**config.mk**
```make
export PLATFORM = sky130hd
export DESIGN_NAME = ncafe_host
export DESIGN_NICKNAME = d
export VERILOG_FILES = /design/src/ncafe_pkg.sv /design/src/ncafe_pace.sv /design/src/ncafe_host.sv
export SDC_FILE = /design/constraint.sdc
export NUM_CORES = 1
export LEC_CHECK = 0
export ABC_AREA = 1
export BUFFER_PORTS_ARGS = -buffer_cell sky130_fd_sc_hd__buf_2
export CORE_MARGIN = 3
export CORE_UTILIZATION = 35
export DETAILED_ROUTE_END_ITERATION = 8
export HOLD_SLACK_MARGIN = 0.06
export PLACE_DENSITY = 0.64
export SETUP_SLACK_MARGIN = 0.15
export SYNTH_ARGS = -nofsm -noshare
export SYNTH_HDL_FRONTEND = slang
export SYNTH_SLANG_ARGS = --single-unit
```
**constraint.sdc**
```tcl
create_clock -name clk_sys -period 4.57 [get_ports clk_sys]
set_input_delay 0.914 -clock clk_sys [delete_from_list [all_inputs] [get_ports clk_sys]]
set_output_delay 0.914 -clock clk_sys [all_outputs]
set_load 0.02 [all_outputs]
```
**src/ncafe_pkg.sv**
```systemverilog
// package with command codes, address layout and timing counts for the flash host front end
package ncafe_pkg;
    // command codes
    localparam logic [7:0] CMD_READ = 8'h00;
    localparam logic [7:0] CMD_READ_CONFIRM = 8'h30;
    localparam logic [7:0] CMD_COL_OUT = 8'h05;
    localparam logic [7:0] CMD_COL_OUT_CONFIRM = 8'hE0;
    localparam logic [7:0] CMD_DATA_IN = 8'h80;
    localparam logic [7:0] CMD_PROGRAM = 8'h10;
    localparam logic [7:0] CMD_COL_IN = 8'h85;
    localparam logic [7:0] CMD_MULTI_FIRST = 8'h11;
    localparam logic [7:0] CMD_MULTI_SECOND = 8'h81;
    localparam logic [7:0] CMD_COPY_READ = 8'h35;
    localparam logic [7:0] CMD_ERASE = 8'h60;
    localparam logic [7:0] CMD_ERASE_CONFIRM = 8'hD0;
    localparam logic [7:0] CMD_ID_READ = 8'h90;
    localparam logic [7:0] CMD_STATUS = 8'h70;
    localparam logic [7:0] CMD_STATUS_MULTI = 8'h71;
    localparam logic [7:0] CMD_ECC_STATUS = 8'h7A;
    localparam logic [7:0] CMD_RESET = 8'hFF;
    // address geometry
    localparam int COL_W = 13;
    localparam int ROW_W = 17;
    localparam int PAGE_W = 6;
    localparam int BLOCK_W = 11;
    localparam int PAGE_BYTES = 4224;
    localparam int MAIN_BYTES = 4096;
    localparam int SPARE_BYTES = 128;
    localparam int PAGES_PER_BLOCK = 64;
    localparam int BLOCKS = 2048;
    localparam int BLOCKS_PER_DISTRICT = 1024;
    localparam int ADDR_CYCLES = 5;
    // pin timing, each strobe phase lasts this long
    localparam int CLK_MHZ = 40;
    localparam int PHASE_NS = 50;
    localparam int PHASE_CYC = (PHASE_NS * CLK_MHZ + 999) / 1000;
    localparam int WHR_NS = 60;
    localparam int WHR_CYC = (WHR_NS * CLK_MHZ + 999) / 1000;
    localparam int WB_NS = 100;
    localparam int WB_CYC = (WB_NS * CLK_MHZ + 999) / 1000;
    localparam logic [3:0] WB_CYC4 = 4'(WB_CYC);
endpackage

```
**src/ncafe_pace.sv**
```systemverilog
`timescale 1ns/100ps
// phase pacing divider: one-cycle tick every PHASE_CYC cycles while running
module ncafe_pace
    import ncafe_pkg::*;
(
    // clock and reset
    input wire logic clk_sys,
    input wire logic rst,
    // control
    input wire logic run,
    output logic tick
);
    logic [3:0] cnt_reg;

    // count up while running, pulse on reaching PHASE_CYC-1 and restart from zero
    always_ff @(posedge clk_sys or posedge rst) begin
        if (rst) begin
            cnt_reg <= 4'h0;
            tick <= 1'b0;
        end else if (!run) begin
            cnt_reg <= 4'h0;
            tick <= 1'b0;
        end else if (cnt_reg == 4'(PHASE_CYC - 1)) begin
            cnt_reg <= 4'h0;
            tick <= 1'b1;
        end else begin
            cnt_reg <= cnt_reg + 4'h1;
            tick <= 1'b0;
        end
    end
endmodule

```
**src/ncafe_host.sv**
```systemverilog
`timescale 1ns/100ps
// host controller that drives the flash command, address and data pins
// How it works
// - all five address bytes are sent as write-strobed cycles in order
// - column bits 7:0 then 12:8, upper three lines of byte two low
// - row page 5:0 and block 16:6 over bytes three to five, byte five bit0 only
// - latches set cycle kind: command, address, data input needs protect high
// - while device busy with chip select low, keep both strobes high except for 70h, 71h and FFh commands
// - page read is 00h, five address bytes, then 30h
// - multi-page read uses the same page bits 5:0 in both districts
// - 7Ah only after a single-page read, never after multi-page read
module ncafe_host
    import ncafe_pkg::*;
(
    // clock and reset
    input wire logic clk_sys,
    input wire logic rst,
    // request: kind 0 command, 1 address, 2 data write, 3 data read
    input wire logic req_valid,
    input wire logic [1:0] req_kind,
    input wire logic [7:0] req_byte,
    input wire logic req_multi_read,
    output logic req_ready,
    // answers
    output logic rsp_valid,
    output logic [7:0] rsp_byte,
    output logic rsp_refused,
    output logic multi_read_reg,
    // protect control
    input wire logic protect_off,
    // flash pins
    output logic chip_sel_n,
    output logic cmd_latch,
    output logic addr_latch,
    output logic write_strobe_n,
    output logic read_strobe_n,
    output logic write_prot_n,
    output logic [7:0] io_out,
    output logic io_oe,
    input wire logic [7:0] io_in,
    input wire logic ready_busy_n
);
    typedef enum logic [2:0] {
        NCAFE_IDLE = 3'b000,
        NCAFE_WLOW = 3'b001,
        NCAFE_WHIGH = 3'b010,
        NCAFE_RLOW = 3'b011,
        NCAFE_RHIGH = 3'b100,
        NCAFE_BUSYW = 3'b101
    } ncafe_state_e;

    ncafe_state_e state_reg;
    logic tick;
    logic [7:0] cmd_reg;
    logic [3:0] wb_reg;
    logic [2:0] addr_cnt_reg;
    logic [7:0] io_meta_reg, io_sync_reg;
    logic rb_meta_reg, rb_sync_reg;
    logic single_read_reg;

    // classify a command byte the host may issue while the device is busy
    function automatic logic busy_ok(input logic [7:0] c);
        busy_ok = (c == CMD_STATUS) || (c == CMD_STATUS_MULTI) || (c == CMD_RESET);
    endfunction

    // refuse a request the device would ignore or that breaks the pin contract
    function automatic logic refuse(input logic [1:0] k, input logic [7:0] c, input logic busy, input logic mr,
                                    input logic sr);
        logic r;
        r = 1'b0;
        if (busy && !(k == 2'd0 && busy_ok(c))) begin
            r = 1'b1;
        end
        if (k == 2'd0 && c == CMD_ECC_STATUS && (mr || !sr)) begin
            r = 1'b1;
        end
        refuse = r;
    endfunction

    ncafe_pace u_pace (
        .clk_sys(clk_sys),
        .rst(rst),
        .run(state_reg != NCAFE_IDLE),
        .tick(tick)
    );

    // two-flop synchronisers for the bus and ready line
    always_ff @(posedge clk_sys or posedge rst) begin
        if (rst) begin
            io_meta_reg <= 8'h00;
            io_sync_reg <= 8'h00;
            // ready line is pulled up, so start at its idle level to avoid a false busy
            rb_meta_reg <= 1'b1;
            rb_sync_reg <= 1'b1;
        end else begin
            io_meta_reg <= io_in;
            io_sync_reg <= io_meta_reg;
            rb_meta_reg <= ready_busy_n;
            rb_sync_reg <= rb_meta_reg;
        end
    end

    // protect pin follows software, forced high whenever the synchronised ready line shows busy
    always_ff @(posedge clk_sys or posedge rst) begin
        if (rst) begin
            write_prot_n <= 1'b0;
        end else begin
            write_prot_n <= protect_off || !rb_sync_reg;
        end
    end

    // strobe sequencer: one phase low, one phase high per byte
    always_ff @(posedge clk_sys or posedge rst) begin
        if (rst) begin
            state_reg <= NCAFE_IDLE;
            cmd_reg <= CMD_READ;
            chip_sel_n <= 1'b1;
            cmd_latch <= 1'b0;
            addr_latch <= 1'b0;
            write_strobe_n <= 1'b1;
            read_strobe_n <= 1'b1;
            io_out <= 8'h00;
            io_oe <= 1'b0;
            req_ready <= 1'b0;
            rsp_valid <= 1'b0;
            rsp_byte <= 8'h00;
            rsp_refused <= 1'b0;
            wb_reg <= 4'h0;
        end else begin
            rsp_valid <= 1'b0;
            rsp_refused <= 1'b0;
            unique case (state_reg)
                NCAFE_IDLE: begin
                    req_ready <= 1'b1;
                    if (req_valid && req_ready) begin
                        req_ready <= 1'b0;
                        if (refuse(req_kind, req_byte, !rb_sync_reg, multi_read_reg, single_read_reg)) begin
                            rsp_refused <= 1'b1;
                            rsp_valid <= 1'b1;
                        end else if (req_kind == 2'd2 && !write_prot_n) begin
                            rsp_refused <= 1'b1;
                            rsp_valid <= 1'b1;
                        end else begin
                            chip_sel_n <= 1'b0;
                            cmd_latch <= (req_kind == 2'd0);
                            addr_latch <= (req_kind == 2'd1);
                            io_out <= req_byte;
                            // unused upper lines of address bytes two and five always go out low
                            if (req_kind == 2'd1 && addr_cnt_reg == 3'h1) begin
                                io_out <= {3'h0, req_byte[4:0]};
                            end
                            if (req_kind == 2'd1 && addr_cnt_reg == 3'h4) begin
                                io_out <= {7'h00, req_byte[0]};
                            end
                            io_oe <= (req_kind != 2'd3);
                            if (req_kind == 2'd0) begin
                                cmd_reg <= req_byte;
                            end
                            if (req_kind == 2'd3) begin
                                read_strobe_n <= 1'b0;
                                state_reg <= NCAFE_RLOW;
                            end else begin
                                write_strobe_n <= 1'b0;
                                state_reg <= NCAFE_WLOW;
                            end
                        end
                    end
                end
                NCAFE_WLOW: begin
                    if (tick) begin
                        write_strobe_n <= 1'b1;
                        state_reg <= NCAFE_WHIGH;
                    end
                end
                NCAFE_WHIGH: begin
                    if (tick) begin
                        cmd_latch <= 1'b0;
                        addr_latch <= 1'b0;
                        io_oe <= 1'b0;
                        wb_reg <= WB_CYC4;
                        state_reg <= NCAFE_BUSYW;
                    end
                end
                NCAFE_RLOW: begin
                    if (tick) begin
                        rsp_byte <= io_sync_reg;
                        read_strobe_n <= 1'b1;
                        state_reg <= NCAFE_RHIGH;
                    end
                end
                NCAFE_RHIGH: begin
                    if (tick) begin
                        rsp_valid <= 1'b1;
                        state_reg <= NCAFE_IDLE;
                    end
                end
                NCAFE_BUSYW: begin
                    // wait out the write-to-busy delay so busy is seen before the next byte
                    if (wb_reg != 4'h0) begin
                        wb_reg <= wb_reg - 4'h1;
                    end else begin
                        rsp_valid <= 1'b1;
                        state_reg <= NCAFE_IDLE;
                    end
                end
                default: begin
                    state_reg <= NCAFE_IDLE;
                end
            endcase
        end
    end

    // address byte counter, restarts on every command byte
    always_ff @(posedge clk_sys or posedge rst) begin
        if (rst) begin
            addr_cnt_reg <= 3'd0;
        end else if (state_reg == NCAFE_WLOW && tick) begin
            if (cmd_latch) begin
                addr_cnt_reg <= 3'd0;
            end else if (addr_latch && addr_cnt_reg != 3'(ADDR_CYCLES)) begin
                addr_cnt_reg <= addr_cnt_reg + 3'd1;
            end
        end
    end

    // track single versus multi-page read for the ECC status gate
    always_ff @(posedge clk_sys or posedge rst) begin
        if (rst) begin
            multi_read_reg <= 1'b0;
            single_read_reg <= 1'b0;
        end else if (state_reg == NCAFE_WLOW && tick && cmd_latch) begin
            if (cmd_reg == CMD_READ_CONFIRM) begin
                multi_read_reg <= req_multi_read;
                single_read_reg <= !req_multi_read;
            end else if (cmd_reg != CMD_STATUS && cmd_reg != CMD_STATUS_MULTI && cmd_reg != CMD_ECC_STATUS) begin
                multi_read_reg <= 1'b0;
                single_read_reg <= 1'b0;
            end
        end
    end

    // strobes stay high for address, data and read requests while the device is busy
    a_busy_strobes: assert property (@(posedge clk_sys) disable iff (rst)
        (state_reg == NCAFE_IDLE && req_valid && req_ready && !rb_sync_reg && req_kind != 2'd0)
        |=> rsp_refused && write_strobe_n && read_strobe_n) else $error("strobe issued while busy");
    a_busy_cmd_filter: assert property (@(posedge clk_sys) disable iff (rst)
        (state_reg == NCAFE_IDLE && req_valid && req_ready && !rb_sync_reg && req_kind == 2'd0 && !busy_ok(req_byte))
        |=> rsp_refused) else $error("disallowed command while busy");
    a_ecc_gate: assert property (@(posedge clk_sys) disable iff (rst)
        (state_reg == NCAFE_IDLE && req_valid && req_ready && req_kind == 2'd0 && req_byte == CMD_ECC_STATUS
         && multi_read_reg) |=> rsp_refused) else $error("ecc status after multi read");
    a_cmd_latch_kind: assert property (@(posedge clk_sys) disable iff (rst)
        !write_strobe_n |-> !chip_sel_n && read_strobe_n && (cmd_latch != addr_latch || io_oe))
        else $error("bad write cycle pins");
    a_wstrobe_width: assert property (@(posedge clk_sys) disable iff (rst)
        $fell(write_strobe_n) |-> !write_strobe_n [*2]) else $error("write strobe too short");
    a_data_protect: assert property (@(posedge clk_sys) disable iff (rst)
        (!write_strobe_n && !cmd_latch && !addr_latch) |-> write_prot_n) else $error("data in while protected");
    a_read_no_drive: assert property (@(posedge clk_sys) disable iff (rst)
        !read_strobe_n |-> !io_oe && write_strobe_n) else $error("host drives bus during read");
    // a read confirm goes out only once all five address bytes have been sent
    a_addr_count: assert property (@(posedge clk_sys) disable iff (rst)
        (state_reg == NCAFE_WLOW && tick && cmd_latch && cmd_reg == CMD_READ_CONFIRM)
        |-> addr_cnt_reg == 3'(ADDR_CYCLES)) else $error("read confirm before five address bytes");
    a_power_on_read: assert property (@(posedge clk_sys)
        $fell(rst) |-> cmd_reg == CMD_READ) else $error("command not 00h after reset");
endmodule

```
## Yosys cells after proc, flatten, opt, wreduce, memory -nomap -nowiden

Cells that the tools add are included.

- Register bits: 69

- Add/sub/neg operators: 3
- Equal/unequal tests: 32
- Multiplexer cells: 60
- Bitwise operators: 2
- Reductions and logical operators: 42

Operators by type and width:

| operator | count |
|---|---|
| 2-to-1 mux 1 bit | 35 |
| 2-to-1 mux 3 bit | 10 |
| equality test 8 x 7 -> 1 bit (second input constant) | 3 |
| inequality test 8 x 7 -> 1 bit (second input constant) | 3 |
| case mux 3 bit (6 select lines) | 1 |
| 2-to-1 mux 4 bit | 4 |
| 2-to-1 mux 8 bit | 2 |
| inequality test 2 bit (second input constant) | 8 |
| logical AND 1 bit | 13 |
| AND reduction 6 bit | 2 |
| nonzero test 2 bit | 6 |
| case mux 1 bit (2 select lines) | 5 |
| AND reduction 5 bit | 2 |
| equality test 3 bit (second input constant) | 3 |
| equality test 8 x 6 -> 1 bit (second input constant) | 1 |
| equality test 8 bit (second input constant) | 1 |
| inequality test 2 x 1 -> 1 bit (second input constant) | 4 |
| case mux 4 bit (2 select lines) | 1 |
| AND reduction 8 bit | 1 |
| equality test 3 x 1 -> 1 bit (second input constant) | 2 |
| equality test 3 x 2 -> 1 bit (second input constant) | 2 |
| AND reduction 2 bit | 3 |
| logical NOT 1 bit | 5 |
| adder 4 x 1 -> 4 bit (second input constant) | 1 |
| other kinds (16) | 21 |

## Depth between registers and ports, before layout

- Depth in word-level cells: 13
- Depth in mapped cells: 10
- Gate-level depth less buffers: 10

## Modules after synthesis

From an unflattened synthesis, not the netlist that was laid out.

- Cells, all modules: 316
- Area total of the unflattened synthesis: 3,006.6 um^2

Modules (own cells, without submodules):

| module | instances | cells an instance | area an instance (um^2) | sequential area each (um^2) |
|---|---|---|---|---|
| ncafe_host | 1 | 292 | 2,781.4 | 1,607.8 |
| ncafe_pace | 1 | 24 | 225.2 | 125.1 |

## Worst setup path after synthesis

Ideal clock, no wire load.

- Kind: input port to flip-flop
- From: input req_kind[0]
- To: register cmd_reg[0]
- Library setup time: 0.121 ns
- Arrival time: 1.763 ns
- Required time: 4.449 ns
- Slack: 2.686 ns
- Stages on the path: 7
- Path through: nor2_1 nand3_1 nand3_2 nand4_4 buf_6 o21bai_1 nand2_1

- Cells in the longest elaborated chain, start to end: 10
- Elaborated cells between the ends (all ways): 15
- Those cells by class: eq/ne (1); mux (4); bitwise (2); reduce/logical (8)

RTL lines:

| element | RTL line | source |
|---|---|---|
| start, declared | ncafe_host.sv:20 | `input wire logic [1:0] req_kind,` |
| logical NOT 2 bit | ncafe_host.sv:71, ncafe_host.sv:74, ncafe_host.sv:156 |  |
| logical AND 1 bit | ncafe_host.sv:71 | `if (busy && !(k == 2'd0 && busy_ok(c))) begin` |
| logical NOT 1 bit | ncafe_host.sv:71 |  |
| logical AND 1 bit | ncafe_host.sv:71 |  |
| 2-to-1 mux 1 bit | ncafe_host.sv:71 |  |
| 2-to-1 mux 1 bit | ncafe_host.sv:74 | `if (k == 2'd0 && c == CMD_ECC_STATUS && (mr \|\| !sr)) begin` |
| 2-to-1 mux 1 bit | ncafe_host.sv:135 | `if (req_valid && req_ready) begin` |
| 2-to-1 mux 1 bit | ncafe_host.sv:132 | `unique case (state_reg)` |
| NOT 1 bit (no source line) | -- |  |
| AND reduction 5 bit (no source line) * | -- |  |
| end signal, assigned | ncafe_host.sv:157 | `cmd_reg <= req_byte;` |
| end, declared | ncafe_host.sv:54 | `logic [7:0] cmd_reg;` |

Mark *: on every way between the ends. The rest lies on a longest branch, timed or not. The select of a mux whose other input is x is not followed.
A chain may end at the register's enable or synchronous reset.

## Final worst setup path

- From: input req_kind[0]
- To: register cmd_reg[6]

The elaborated chain is that of the path after synthesis.

==> results by group <==
Outcome
  – Status: complete, no violations

Finish
  – Final Net Count: roughly 400
  – Layout cells sized above 1: 27.4%
  – Number of diodes: 0
  – Layout area overhead: 18.1%

STA
  – Fmax: around 400 MHz
  – Final period utilization: a little over half
  – Final Slew Violations: 0
  – Slew HR: 38.1%
  – Layout Skew: about 0.013 ns
  – Final TNS setup: 0 ns
  – RSZ-0062 raised after global routing: false
  – Slew @ Worst Pin: around 0.9 ns
  – Post-layout minimum cycle time: around 2.4 ns
  – Hold Violations, Final: 0
  – Setup-failing EPs final: 0

Logic synthesis
  – Predominant post-synthesis flop cell: dfrtp_1
  – Yosys cell types: 34
  – Syn_nets: 340
  – Flops & latches, synth: a little under 70
  – Post-synth EDFFs: 0
  – Post-Syn Area: 0.00301 mm^2
  – Syn Area/Cell: 9.71 um^2
  – Synth top area share: roughly 53%
  – Async SR Flop Fraction: between 90% and 100%
  – Top post-synthesis cells by area: dfrtp_1, nand2_1, nand3_1, dfstp_2, inv_1
  – Top-count cell post-synth: nand2_1
  – Top cells by count, synth: nand2_1, dfrtp_1, inv_1
  – Post-synthesis sequential area ratio: 57.6%
  – Mapped Cells: 310
  – Dominant cell type by area after synthesis: dfrtp_1
  – YS warnings: 0

Critical path
  – Reg-to-reg endpoint: multi_read_reg
  – Worst EP arrival: roughly 2.7 ns
  – Critical Path RT: 4.79 ns
  – FF-to-FF Start: state_reg[1]
  – R2R setup slack: 2.89 ns
  – Crit path capture type: register
  – Kind of critical path: in -> reg
  – Crit start category: primary input
  – CP Max Fanout: 24
  – Reg2reg path depth: 8

Route
  – Starting DRT DRC Count: 67
  – Vias: ~2200
  – TritonRoute pass-1 iters: 4
  – Vias per cell: between 4 and 5
  – Antenna violation net count after detailed routing: 0
  – DR DRC count: 0
  – Final Routed Wirelength: approximately 5.8 mm
  – DR WL/cell: 12.2 um

Global routing
  – Congestion Overflow GR: 0
  – First-pass GRT wire length: between 10 and 15 mm
  – Vias in the first global route: approximately 2200
  – Initial antenna violation count: 0
  – Largest net degree at the start of global routing: 41
  – Overall Global Routing Usage: between 10% and 20%

Place
  – IO buf count: 50
  – Post-DP HPWL: between 4 and 5 mm
  – GPL Wtd Cong: ~0.85

Clocking
  – Worst-path clk slew: 0.08 ns
  – CTS tree: done
  – TritonCTS Buffers: 9
  – Clock sink count: around 70
  – Post-CTS Resized: 0
  – Cts hold-fix bufs: 0
  – H-tree Lvls: 3
  – CTS Buffer Depth: 2
  – Clk root buf: clkbuf_8
  – Post-CTS Setup Inserts: 0
  – Clk_lat worst skew: roughly 0.34 ns

Floorplan
  – Die X: 98.7 um
  – Initial Util: a little over a third
  – Die height: 98.7 um
  – Boundary Pins: ~50
  – Core Footprint: a little over 0.008 mm^2
  – Die area: around 0.0097 mm^2
  – Row Count: 33

Hold path
  – HP Class: reg -> reg
  – Hold Path Origin: io_meta_reg[4]
  – Hold path cells: 0
  – Endpoint of the worst hold path: io_sync_reg[4]

Power
  – Power after layout: between 2 and 2.5 mW
  – VDD IR max: about 0.30 mV
  – Pleak: ~1.8 nW
  – Power Density: roughly 600 mW/mm^2

Flow run
  – Max-cap violations: 0
## area by class of cell
type | instances | area [um^2]
repair buffers | 51 | 258
multi-input cells | 197 | 1090
flip-flops and latches | 69 | 1730
inverters | 39 | 146
fillers | 819 | 4740
clock buffers | 9 | 124
clock inverters | 7 | 72.6
well taps | 105 | 131
## worst max-delay path: stages
cell	delay [ns]
buf_2	0.11
nor2_1	0.71
nand3_1	0.18
nand3_2	0.16
nand4_4	0.27
o21bai_1	0.24
nand2_1	0.07
## kinds of logic (layout without fill, tap and decap cells)
| kind of cell | after synthesis | after routing | share of synthesized area (%) |
|---|---|---|---|
| flip-flops | 69 | 69 | 57.6 |
| adder cells (fa/ha/maj) | 6 | 6 | 2.49 |
| multiplexers | 8 | 8 | 2.99 |
| AND/OR/NAND/NOR | 146 | 146 | 23.4 |
| buffers and inverters | 44 | 106 | 6.19 |
| AO/OA/AOI/OAI | 35 | 35 | 6.82 |
| XOR/XNOR | 2 | 2 | 0.582 |
## through the flow
step	hold WS, ns	util [%]	setup WS [ns]	cells	instance area [um^2]
after floorplan	0.331	-	1.92	310	3010
after global placement	0.334	40.5	1.80	461	3360
after detailed placement	0.336	40.5	1.75	461	3360
after CTS	0.354	42.8	2.11	477	3560
after global routing	0.366	42.8	1.89	477	3560
final	0.350	42.8	2.12	477	3560
## how the worst max path moves through the flow
stage	cells after the start	slack, ns	start	endpoint
floorplan	1	1.92	rst	addr_cnt_reg[0]
global placement	7	1.80	req_kind[0]	cmd_reg[5]
detailed placement	7	1.75	req_kind[0]	cmd_reg[5]
CTS	7	2.11	req_kind[0]	cmd_reg[5]
global route	7	1.89	req_kind[0]	cmd_reg[6]
finish	7	2.12	req_kind[0]	cmd_reg[6]
## power breakdown
part / switching [mW] / internal (mW) / total (mW) / leakage (nW)
clock network: 0.237 / 0.254 / 0.490 / 0.0960
registers: 0.112 / 0.800 / 0.912 / 0.834
logic: 0.487 / 0.274 / 0.762 / 0.902
## cell usage in the layout, fill, tap and decap left out, drive strengths merged, types with 2 or more instances in the layout
cell type	instances
dfrtp	64
dfstp	5
nor3	4
clkbuf	9
nand3	31
o21ai	16
a21oi	7
clkinv	2
nand2	75
nand4	6
o21bai	8
ha	6
mux2	8
inv	41
clkinvlp	2
nor2	28
buf	51
## per-layer routing
metal | routed length, um | global-route usage (%) | vias up
met5 | 0 | 0 | -
met4 | 24 | 3.78 | 0
met3 | 303 | 4.03 | 2
met2 | 2660 | 19.5 | 54
met1 | 2820 | 17.9 | 1063
li1 | - | - | 1110
No activity file was read; power rests on OpenSTA's default activity.
